## src/design/clock_timer_pkg.sv

```systemverilog
// constants and types for the clock timer with read hold
// Operation
// - the timer is an eight-bit binary counter fed by a prescaled crystal clock.
// - count bits 0-3 read in the low word and bits 4-7 in the high word.
// - a low-word read stops carries into the high nibble until a high read or a hold timeout.
// - a flag is set on each falling edge of the 32, 8, 2 and 1 Hz count bits.
// - flags are set whatever the enable bits hold.
// - four enable bits, readable and writable, clear at reset.
// - four flags read as set on an event, and a written one clears a flag.
// - all flags clear at reset.
// - the request stays active while an enabled flag stays set.
// - writing one to the clear bit zeroes the counter, and the bit reads zero.
// - the run bit is readable, one runs, zero stops, and it resets to zero.
// - in stop the count is held and resumes from that value on run.
// - count bits are read-only and reset to zero.
package clock_timer_pkg;
  localparam int ADDR_W = 16;
  localparam logic [15:0] OFS_CONTROL = 16'hFF78;
  localparam logic [15:0] OFS_COUNT_LOW = 16'hFF79;
  localparam logic [15:0] OFS_COUNT_HIGH = 16'hFF7A;
  localparam logic [15:0] OFS_IRQ_ENABLE = 16'hFFE6;
  localparam logic [15:0] OFS_IRQ_FLAGS = 16'hFFF6;
  localparam int BIT_RUN = 0;
  localparam int BIT_CLEAR = 1;
  localparam logic [3:0] NIBBLE_RESET = 4'h0;
  localparam logic [7:0] COUNT_RESET = 8'h00;
  // count bit index for each event: 32, 8, 2, 1 Hz
  localparam int EV_BIT_32HZ = 2;
  localparam int EV_BIT_8HZ = 4;
  localparam int EV_BIT_2HZ = 6;
  localparam int EV_BIT_1HZ = 7;
  localparam int CLOCK_HZ = 10_000_000;
  localparam int TICK_HZ = 256;
  // hold time, shortest documented figure, in microseconds
  localparam int HOLD_US = 480;
  localparam int HOLD_CYCLES = HOLD_US * (CLOCK_HZ / 1_000_000);

  typedef struct packed {
    logic [15:0] addr;
    logic [3:0] wdata;
    logic wr;
    logic rd;
  } bus_req_t;
endpackage

```

## src/design/clock_timer.sv

```systemverilog
// clock timer: 8-bit counter, read hold, periodic interrupts
//
// Implementation choice: the strobed register port.
`timescale 1ns/1ps
module clock_timer #(
  parameter int TICK_DIVIDE =
    clock_timer_pkg::CLOCK_HZ / clock_timer_pkg::TICK_HZ,
  parameter int HOLD_CYCLES = clock_timer_pkg::HOLD_CYCLES
) (
  // clock and reset
  input wire logic clock,
  input wire logic rst_n,
  // register port
  input wire logic [15:0] addr,
  input wire logic [3:0] wdata,
  input wire logic wr,
  input wire logic rd,
  output logic [3:0] rdata,
  // interrupt
  output logic irq
);
  clock_timer_pkg::bus_req_t req;
  logic tick;
  logic holding;
  logic count_run_control_r;
  logic [3:0] count_low_nibble_r;
  logic [3:0] count_high_nibble_r;
  logic high_pending_r;
  logic [3:0] enable_r;
  logic [3:0] flag_r;
  logic [3:0] fall;
  logic [7:0] count_value_bits;
  logic [7:0] count_nxt;
  logic clear_hit;
  logic low_read;
  logic high_read;
  logic [3:0] rdata_nxt;

  initial begin
    if (HOLD_CYCLES < 1 || TICK_DIVIDE < 2)
      $error("clock_timer: bad timing parameters");
  end

  function automatic logic hit(input logic [15:0] a, input logic [15:0] o);
    hit = (a == o);
  endfunction

  assign req = '{addr: addr, wdata: wdata, wr: wr, rd: rd};
  assign count_value_bits = {count_high_nibble_r, count_low_nibble_r};
  assign clear_hit = req.wr && hit(req.addr, clock_timer_pkg::OFS_CONTROL) &&
    req.wdata[clock_timer_pkg::BIT_CLEAR];
  assign low_read = req.rd && hit(req.addr, clock_timer_pkg::OFS_COUNT_LOW);
  assign high_read = req.rd && hit(req.addr, clock_timer_pkg::OFS_COUNT_HIGH);

  tick_divider #(.DIVIDE(TICK_DIVIDE)) u_tick (
    .clock(clock),
    .rst_n(rst_n),
    .tick(tick)
  );

  hold_timer #(.CYCLES(HOLD_CYCLES)) u_hold (
    .clock(clock),
    .rst_n(rst_n),
    .start(low_read),
    .stop(high_read),
    .holding(holding)
  );

  // run control
  always_ff @(posedge clock or negedge rst_n) begin
    if (!rst_n) begin
      count_run_control_r <= 1'b0;
    end else if (req.wr && hit(req.addr, clock_timer_pkg::OFS_CONTROL)) begin
      count_run_control_r <= req.wdata[clock_timer_pkg::BIT_RUN];
    end
  end

  // low nibble counts on tick; carry into high is deferred while held
  always_ff @(posedge clock or negedge rst_n) begin
    if (!rst_n) begin
      count_low_nibble_r <= clock_timer_pkg::NIBBLE_RESET;
    end else if (clear_hit) begin
      count_low_nibble_r <= clock_timer_pkg::NIBBLE_RESET;
    end else if (count_run_control_r && tick) begin
      count_low_nibble_r <= count_low_nibble_r + 4'h1;
    end
  end

  // pending carry, set wins over release
  always_ff @(posedge clock or negedge rst_n) begin
    if (!rst_n) begin
      high_pending_r <= 1'b0;
    end else if (clear_hit) begin
      high_pending_r <= 1'b0;
    end else if (count_run_control_r && tick && count_low_nibble_r == 4'hF
                 && (holding || high_pending_r)) begin
      high_pending_r <= 1'b1;
    end else if (!holding) begin
      high_pending_r <= 1'b0;
    end
  end

  always_ff @(posedge clock or negedge rst_n) begin
    if (!rst_n) begin
      count_high_nibble_r <= clock_timer_pkg::NIBBLE_RESET;
    end else if (clear_hit) begin
      count_high_nibble_r <= clock_timer_pkg::NIBBLE_RESET;
    end else if (!holding && high_pending_r) begin
      count_high_nibble_r <= count_high_nibble_r + 4'h1;
    end else if (!holding && count_run_control_r && tick &&
                 count_low_nibble_r == 4'hF) begin
      count_high_nibble_r <= count_high_nibble_r + 4'h1;
    end
  end

  // falling edges of the event bits, from present and next count
  always_comb begin
    count_nxt = {count_high_nibble_r, count_low_nibble_r};
    if (clear_hit) begin
      count_nxt = clock_timer_pkg::COUNT_RESET;
    end else begin
      if (count_run_control_r && tick)
        count_nxt[3:0] = count_low_nibble_r + 4'h1;
      if (!holding && (high_pending_r || (count_run_control_r && tick &&
          count_low_nibble_r == 4'hF)))
        count_nxt[7:4] = count_high_nibble_r + 4'h1;
    end
    fall[0] = count_value_bits[clock_timer_pkg::EV_BIT_32HZ] &&
      !count_nxt[clock_timer_pkg::EV_BIT_32HZ];
    fall[1] = count_value_bits[clock_timer_pkg::EV_BIT_8HZ] &&
      !count_nxt[clock_timer_pkg::EV_BIT_8HZ];
    fall[2] = count_value_bits[clock_timer_pkg::EV_BIT_2HZ] &&
      !count_nxt[clock_timer_pkg::EV_BIT_2HZ];
    fall[3] = count_value_bits[clock_timer_pkg::EV_BIT_1HZ] &&
      !count_nxt[clock_timer_pkg::EV_BIT_1HZ];
  end

  // enable bits
  always_ff @(posedge clock or negedge rst_n) begin
    if (!rst_n) begin
      enable_r <= 4'h0;
    end else if (req.wr && hit(req.addr, clock_timer_pkg::OFS_IRQ_ENABLE)) begin
      enable_r <= req.wdata;
    end
  end

  // flags: event set wins over write-one clear
  genvar i;
  generate
    for (i = 0; i < 4; i++) begin : g_flag
      always_ff @(posedge clock or negedge rst_n) begin
        if (!rst_n) begin
          flag_r[i] <= 1'b0;
        end else if (fall[i]) begin
          flag_r[i] <= 1'b1;
        end else if (req.wr && hit(req.addr, clock_timer_pkg::OFS_IRQ_FLAGS)
                     && req.wdata[i]) begin
          flag_r[i] <= 1'b0;
        end
      end
    end
  endgenerate

  always_ff @(posedge clock or negedge rst_n) begin
    if (!rst_n) begin
      irq <= 1'b0;
    end else begin
      irq <= |(flag_r & enable_r);
    end
  end

  // read mux
  always_comb begin
    rdata_nxt = 4'h0;
    if (req.rd) begin
      case (req.addr)
        clock_timer_pkg::OFS_CONTROL:
          rdata_nxt = {3'h0, count_run_control_r};
        clock_timer_pkg::OFS_COUNT_LOW: rdata_nxt = count_low_nibble_r;
        clock_timer_pkg::OFS_COUNT_HIGH:
          rdata_nxt = count_high_nibble_r;
        clock_timer_pkg::OFS_IRQ_ENABLE: rdata_nxt = enable_r;
        clock_timer_pkg::OFS_IRQ_FLAGS: rdata_nxt = flag_r;
        default: rdata_nxt = 4'h0;
      endcase
    end
  end

  always_ff @(posedge clock or negedge rst_n) begin
    if (!rst_n) begin
      rdata <= 4'h0;
    end else begin
      rdata <= rdata_nxt;
    end
  end
endmodule

```

## src/design/tick_divider.sv

```systemverilog
// divides the system clock down to a one-cycle tick pulse
`timescale 1ns/1ps
module tick_divider #(
  parameter int DIVIDE = 39063
) (
  // clock and reset
  input wire logic clock,
  input wire logic rst_n,
  // tick out
  output logic tick
);
  localparam int CW = $clog2(DIVIDE + 1);
  logic [CW-1:0] cnt_r;

  initial begin
    if (DIVIDE < 2) $error("tick_divider: DIVIDE must be at least 2");
  end

  always_ff @(posedge clock or negedge rst_n) begin
    if (!rst_n) begin
      cnt_r <= '0;
      tick <= 1'b0;
    end else if (cnt_r == CW'(DIVIDE - 1)) begin
      cnt_r <= '0;
      tick <= 1'b1;
    end else begin
      cnt_r <= cnt_r + 1'b1;
      tick <= 1'b0;
    end
  end
endmodule

```

## src/design/hold_timer.sv

```systemverilog
// times the high-nibble hold window after a low-word read
`timescale 1ns/1ps
module hold_timer #(
  parameter int CYCLES = 4800
) (
  // clock and reset
  input wire logic clock,
  input wire logic rst_n,
  // control
  input wire logic start,
  input wire logic stop,
  // state
  output logic holding
);
  localparam int CW = $clog2(CYCLES + 1);
  logic [CW-1:0] cnt_r;

  initial begin
    if (CYCLES < 1) $error("hold_timer: CYCLES must be at least 1");
  end

  always_ff @(posedge clock or negedge rst_n) begin
    if (!rst_n) begin
      cnt_r <= '0;
      holding <= 1'b0;
    end else if (start) begin
      cnt_r <= CW'(CYCLES - 1);
      holding <= 1'b1;
    end else if (stop || cnt_r == '0) begin
      cnt_r <= '0;
      holding <= 1'b0;
    end else begin
      cnt_r <= cnt_r - 1'b1;
    end
  end
endmodule

```

## config.mk

```make
export PLATFORM = sky130hd
export DESIGN_NAME = clock_timer
export DESIGN_NICKNAME = d
export VERILOG_FILES = /design/src/design/clock_timer_pkg.sv /design/src/design/clock_timer.sv /design/src/design/tick_divider.sv /design/src/design/hold_timer.sv
export SDC_FILE = /design/constraint.sdc
export NUM_CORES = 1
export LEC_CHECK = 0
export ABC_CLOCK_PERIOD_IN_PS = 3120
export BUFFER_PORTS_ARGS = -buffer_cell sky130_fd_sc_hd__buf_2
export CELL_PAD_IN_SITES_DETAIL_PLACEMENT = 1
export CELL_PAD_IN_SITES_GLOBAL_PLACEMENT = 1
export CORE_MARGIN = 2
export CORE_UTILIZATION = 30
export CTS_BUF_LIST = sky130_fd_sc_hd__clkbuf_8
export CTS_CLUSTER_DIAMETER = 40
export DETAILED_ROUTE_END_ITERATION = 10
export GPL_TIMING_DRIVEN = 1
export PLACE_DENSITY = 0.66
export SYNTH_ARGS = -nofsm -noshare
export SYNTH_HDL_FRONTEND = slang
export SYNTH_SLANG_ARGS = --single-unit
```

## constraint.sdc

```tcl
create_clock -name clock -period 3.12 [get_ports clock]
set_input_delay 0.312 -clock clock [delete_from_list [all_inputs] [get_ports clock]]
set_output_delay 0.312 -clock clock [all_outputs]
set_load 0.05 [all_outputs]
```

==> After elaboration in Yosys (flattened, before gate mapping) <==
Index checks and enable logic that the tools add are counted.
{ "totals": {"register_bits": 54, "latchBits": 0, "ramBits": 0, "romBits": 0, "in_bits": 24, "output_inout_bits": 5, "word_cells": 92, "memories": 0} }
{ "op_classes": {"add_sub_neg": 4, "multipliers": 0, "div": 0, "order_cmp": 0, "n_eq_ne": 8, "n_shift": 0, "n_mux": 26, "bitwise": 1, "reduce_logical": 38} }
{ "op_table": {"columns": ["operator", "n"], "rows": [
  ["equality test 16 bit, second input constant", 6],
  ["2-to-1 mux 4 bit", 7],
  ["2-to-1 mux 13 bit", 2],
  ["logical AND 1 bit", 22],
  ["one-hot mux 4 bit (5 select lines)", 1],
  ["adder 16 x 1 -> 16 bit, second input constant", 1],
  ["2-to-1 mux 16 bit", 1],
  ["2-to-1 mux 1 bit", 14],
  ["logical NOT 13 bit", 1],
  ["subtractor 13 x 1 -> 13 bit, second input constant", 1],
  ["nonzero test 2 bit", 5],
  ["adder 4 x 1 -> 4 bit, second input constant", 2],
  ["2-to-1 mux 8 bit", 1],
  ["logical NOT 1 bit", 5],
  ["bitwise AND 4 bit", 1],
  ["equality test 4 bit, second input constant", 1],
  ["OR reduction 4 bit", 1],
  ["logical OR 1 bit", 3],
  ["inequality test 3 bit, second input constant", 1],
  ["nonzero test 3 bit", 1]
]} }

==> Logic depth before layout (Yosys ltp) <==
{ "depth": {"ltp_word": 9, "mapped_depth": 7, "depth_no_buf": 7} }

==> Hierarchy <==
From an unflattened synthesis, not the netlist that was laid out.
{ "unflattened": {"hier_cells": 262, "area_unflattened_um2": 2880.3} }
{ "modules_own_cells": {"columns": ["mod", "instances", "cells_each", "area_each_um2", "seq_area_each_um2"], "rows": [
  ["clock_timer", 1, 119, 1320.0, 575.6],
  ["tick_divider", 1, 75, 805.8, 425.4],
  ["hold_timer", 1, 68, 754.5, 350.3]
]} }

==> Least setup slack after synthesis <==
No wires, ideal clock.
{ "synth_timing": {"path_type": "reg-to-reg", "startpoint": "register u_tick.cnt_r[13]", "endpoint": "register u_tick.cnt_r[15]", "setup_time_ps": 124, "arrival_ps": 1569, "required_ps": 2996, "setup_slack_ps": 1427, "stages_incl_launch_ff": 5, "n_path_buf": 0, "period_less_slack_ps": 1693, "cell_sequence": "dfrtp_1 -> or4b_4 -> nor4_4 -> or2b_1 -> mux2i_1"} }
{ "synth_via": {"elab_chain_len": 2, "word_cells_on_any_way": 3, "cone_classes": "1 x add/sub; 1 x eq/ne; 1 x mux"} }
{ "synth_rtl": {"columns": ["item", "line", "text"], "rows": [
  ["from (decl)", "tick_divider.sv:13", "logic [CW-1:0] cnt_r;"],
  ["from (signal assigned)", "tick_divider.sv:27", "cnt_r <= cnt_r + 1'b1;"],
  ["adder 16 x 1 -> 16 bit or equality test 16 bit (tied branches)", "tick_divider.sv:27, tick_divider.sv:23", null],
  ["2-to-1 mux 16 bit (*)", "tick_divider.sv:23", "end else if (cnt_r == CW'(DIVIDE - 1)) begin"]
]} }
Mark *: on every way between the ends. The rest lies on a longest branch, timed or not.
A chain may end at the register's enable or synchronous reset.

==> Worst setup path after layout <==
{ "layout_timing": {"startpoint": "register u_hold.cnt_r[0]", "endpoint": "register u_hold.cnt_r[10]"} }
{ "layout_via": {"elab_chain_len": 4, "word_cells_on_any_way": 5, "cone_classes": "1 x add/sub; 2 x mux; 2 x reduce/logical"} }
{ "layout_rtl": {"columns": ["item", "line", "text"], "rows": [
  ["from (decl)", "hold_timer.sv:16", "logic [CW-1:0] cnt_r;"],
  ["from (signal assigned)", "hold_timer.sv:27", "cnt_r <= CW'(CYCLES - 1);"],
  ["from (signal assigned)", "hold_timer.sv:33", "cnt_r <= cnt_r - 1'b1;"],
  ["parallel branches: the longest is 2 deep, another holds subtractor 13 x 1 -> 13 bit", null, null],
  ["2-to-1 mux 13 bit (*)", "hold_timer.sv:29", "end else if (stop || cnt_r == '0) begin"],
  ["2-to-1 mux 13 bit (*)", "hold_timer.sv:26", "end else if (start) begin"]
]} }
Every way passes the cells marked *.

==> flow_summary.ini <==
[outcome]
status = finished clean

[setup_path]
crit_required_ns = 3.31
critPathKind = flip-flop to flip-flop
reg2regPathDepth = 7
cp.arrival_ns = 2.11
regToRegEndpoint = u_hold.cnt_r[10]
worstSetupEndpointType = flip-flop
path_max_fanout = 4
cp.depth = 7
rrSetupSlack_ns = 1.20
path_delay_family = simple AND/OR/NAND/NOR gates
cp-start-kind = flip-flop
cp_cell_sequence = inv_1 > ha_1 > nor3b_2 > nand2b_1 > or4_1 > xor2_1 > nor2_1
critPathLaunch = u_hold.cnt_r[0]
rr_startpoint = u_hold.cnt_r[0]
path_buf_inv = 1
slowest_delay_ns = 0.43
crit_slowest_cell = or4_1

[synth]
ys_ff_latch = 54
synth_cell_types = 41
seq_area_frac_synth = 0.505
syn_area_per_cell_um2 = 10.5
synthesis.area_um2 = 2680
syn_nets = 284
yosysWarnings = 0
syn_inst = 254

[power_and_ir_drop]
powerDensity_nw_per_um2 = 452
ir_drop_uv = 166
p_leak_nw = 1.31

[cts]
ctsResizeCount = 0
cts_buffers = 5
root_buffer = clkbuf_8
clk-insertion-delay-late_ns = 0.30
clk_pin_slew_worst_paths_ns = 0.10
h-tree-depth = 2
cts_setup_buffers = 0
clockBufferDepth = 2
hold_buffers = 0
clkSinkCount = 54
cts_tree = built

[hold_path]
min_path_type = input port to async pin

[grt]
grt_pass1_wl_um = 10300
grt_pass1_vias = 2158
grt_util_all_layers = 0.128
grt_remaining_overflow = 0
antenna_found_initial = 0
grt_max_degree = 38

[routing]
first_pass_iters = 4
wl_um = 5820
ant_nets = 0
wl_per_cell_um = 14.7
drc = 0
drt_iter0_drc = 51
num_vias = 1984
via_per_inst = 5.00

[job]
cap_violations = 0

[sta]
fmax_mhz = 521
rsz0062_at_grt = no
hold_viol = 0
tns_ns = 0
slew_headroom = 0.439
tightest_slew_ns = 0.841
final-max-slew-violation-count = 0
finalSetupViolCount = 0
post-route-min-period_ns = 1.92
clock_skew_ns = 0.00377
final.period_utilization = 0.615

[placed_design]
gp_congestion = 0.747
io_buffers = 28
dp_hpwl_um = 4400

[die]
row_count = 34
pin_count = 29
fp.dieH_um = 98.5
initial_utilization = 0.308
fp.dieW_um = 98.5
die_area_um2 = 9690
core_area_um2 = 8680

[final_layout]
fin_util = 0.357
nets = 318
final_common_cell = dfrtp_1
area_growth_pct = 15.7
n_antenna_cell = 0
final_cell_mix = dfrtp_1, nand2_1, nor2_1
drive_above_1_share = 0.194
## state kept, by name, indices dropped and copies added (netlist names)
name and cells:
irq 1, u_tick.cnt_r 16, rdata 4, flag_r 4, u_hold.cnt_r 13, count_high_nibble_r 4
high_pending_r 1, u_hold.holding 1, count_low_nibble_r 4, u_tick.tick 1, count_run_control_r 1, enable_r 4
## where the power goes
group / switching (mW) / internal [mW]
sequential: 0.0245 / 0.722
clock: 0.223 / 0.342
combinational: 0.0461 / 0.0419
total: 0.293 / 1.11
## synth_stat cells
cell type  instances  area (µm²)
o21ai_0           10        50.1
nor2_1            30         113
or4_1              2        15.0
nand3_1           12        60.1
clkbuf_2           1        5.00
xor2_1            14         123
ha_1               6        75.1
a21bo_2            1        10.0
buf_2              1        5.00
or2b_1             1        7.51
mux2i_1            3        30.0
a22o_1             3        26.3
xnor2_1           15         131
a21oi_1            6        30.0
nor3b_2            1        12.5
nor4_2             2        25.0
mux2_2             9         101
or3_4              1        11.3
nand2_1           31         116
nor4_1             2        12.5
o211ai_1           1        7.51
and4_1             4        35.0
buf_1              1        3.75
o21ai_1            1        5.00
inv_1              4        15.0
and2_1             2        12.5
nand4bb_2          1        16.3
o31ai_2            1        12.5
nand2b_1           2        12.5
dfrtp_1           54        1350
a211oi_1           1        7.51
nor4b_1            2        17.5
nor4_4             1        21.3
a222oi_1           1        10.0
nand4_1            6        37.5
a22oi_1            5        37.5
or4b_4             1        13.8
nand4b_1           5        43.8
and3_1             2        12.5
a32oi_1            1        8.76
nor3_1             7        35.0
## logic make-up (layout without fill, tap and decap cells)
kind of cell    count (synthesis)  after routing  synth area share
compound gates                 31             31            0.0767
xor+xnor                       29             29            0.0949
fa+ha+maj                       6              6            0.0280
buf+inv                         7             42            0.0107
flops                          54             54             0.505
mux                            12             12            0.0491
simple gates                  115            115             0.236
## final cells by class
class	instances	area (µm²)
clock buffers	6	82.6
well taps	108	135
flip-flops and latches	54	1350
fillers	1010	5580
clock inverters	2	60.1
repair buffers	30	155
inverters	4	15.0
multi-input cells	193	1300
## worst max-delay path by stage
stage	endpoint	slack [ns]
2_1_floorplan	u_tick.cnt_r[15]	1.43
3_3_place_gp	u_hold.cnt_r[10]	1.09
3_5_place_dp	u_hold.cnt_r[8]	1.06
4_1_cts	u_hold.cnt_r[10]	1.16
5_1_grt	u_tick.cnt_r[15]	1.04
6_report	u_hold.cnt_r[10]	1.20
## per-stage QoR
stage          std cells  hold WS, ns  power, mW  area [µm²]  setup slack [ns]
4_1_cts              397        0.141       1.42        3100              1.16
3_3_place_gp         389        0.462      0.846        2950              1.09
5_1_grt              397        0.184       1.46        3100              1.04
2_1_floorplan        254       0.0164      0.800        2680              1.43
3_5_place_dp         389        0.473      0.850        2950              1.06
6_report             397        0.109       1.40        3100              1.20
## layer usage
layer  vias to the layer above  GRT usage  share of wire
met5                         -          0              0
li1                        967          -              -
met3                         2     0.0255          0.036
met4                         0     0.0263         0.0048
met1                       985      0.177           0.48
met2                        30      0.210           0.48
## worst reg2reg max path, stage by stage (launching register included)
cell and delay (ns):
dfrtp_1 0.41, inv_1 0.09, ha_1 0.19, nor3b_2 0.34, nand2b_1 0.16, or4_1 0.43
xor2_1 0.15, nor2_1 0.05
Power figures use the tool's default switching activity.
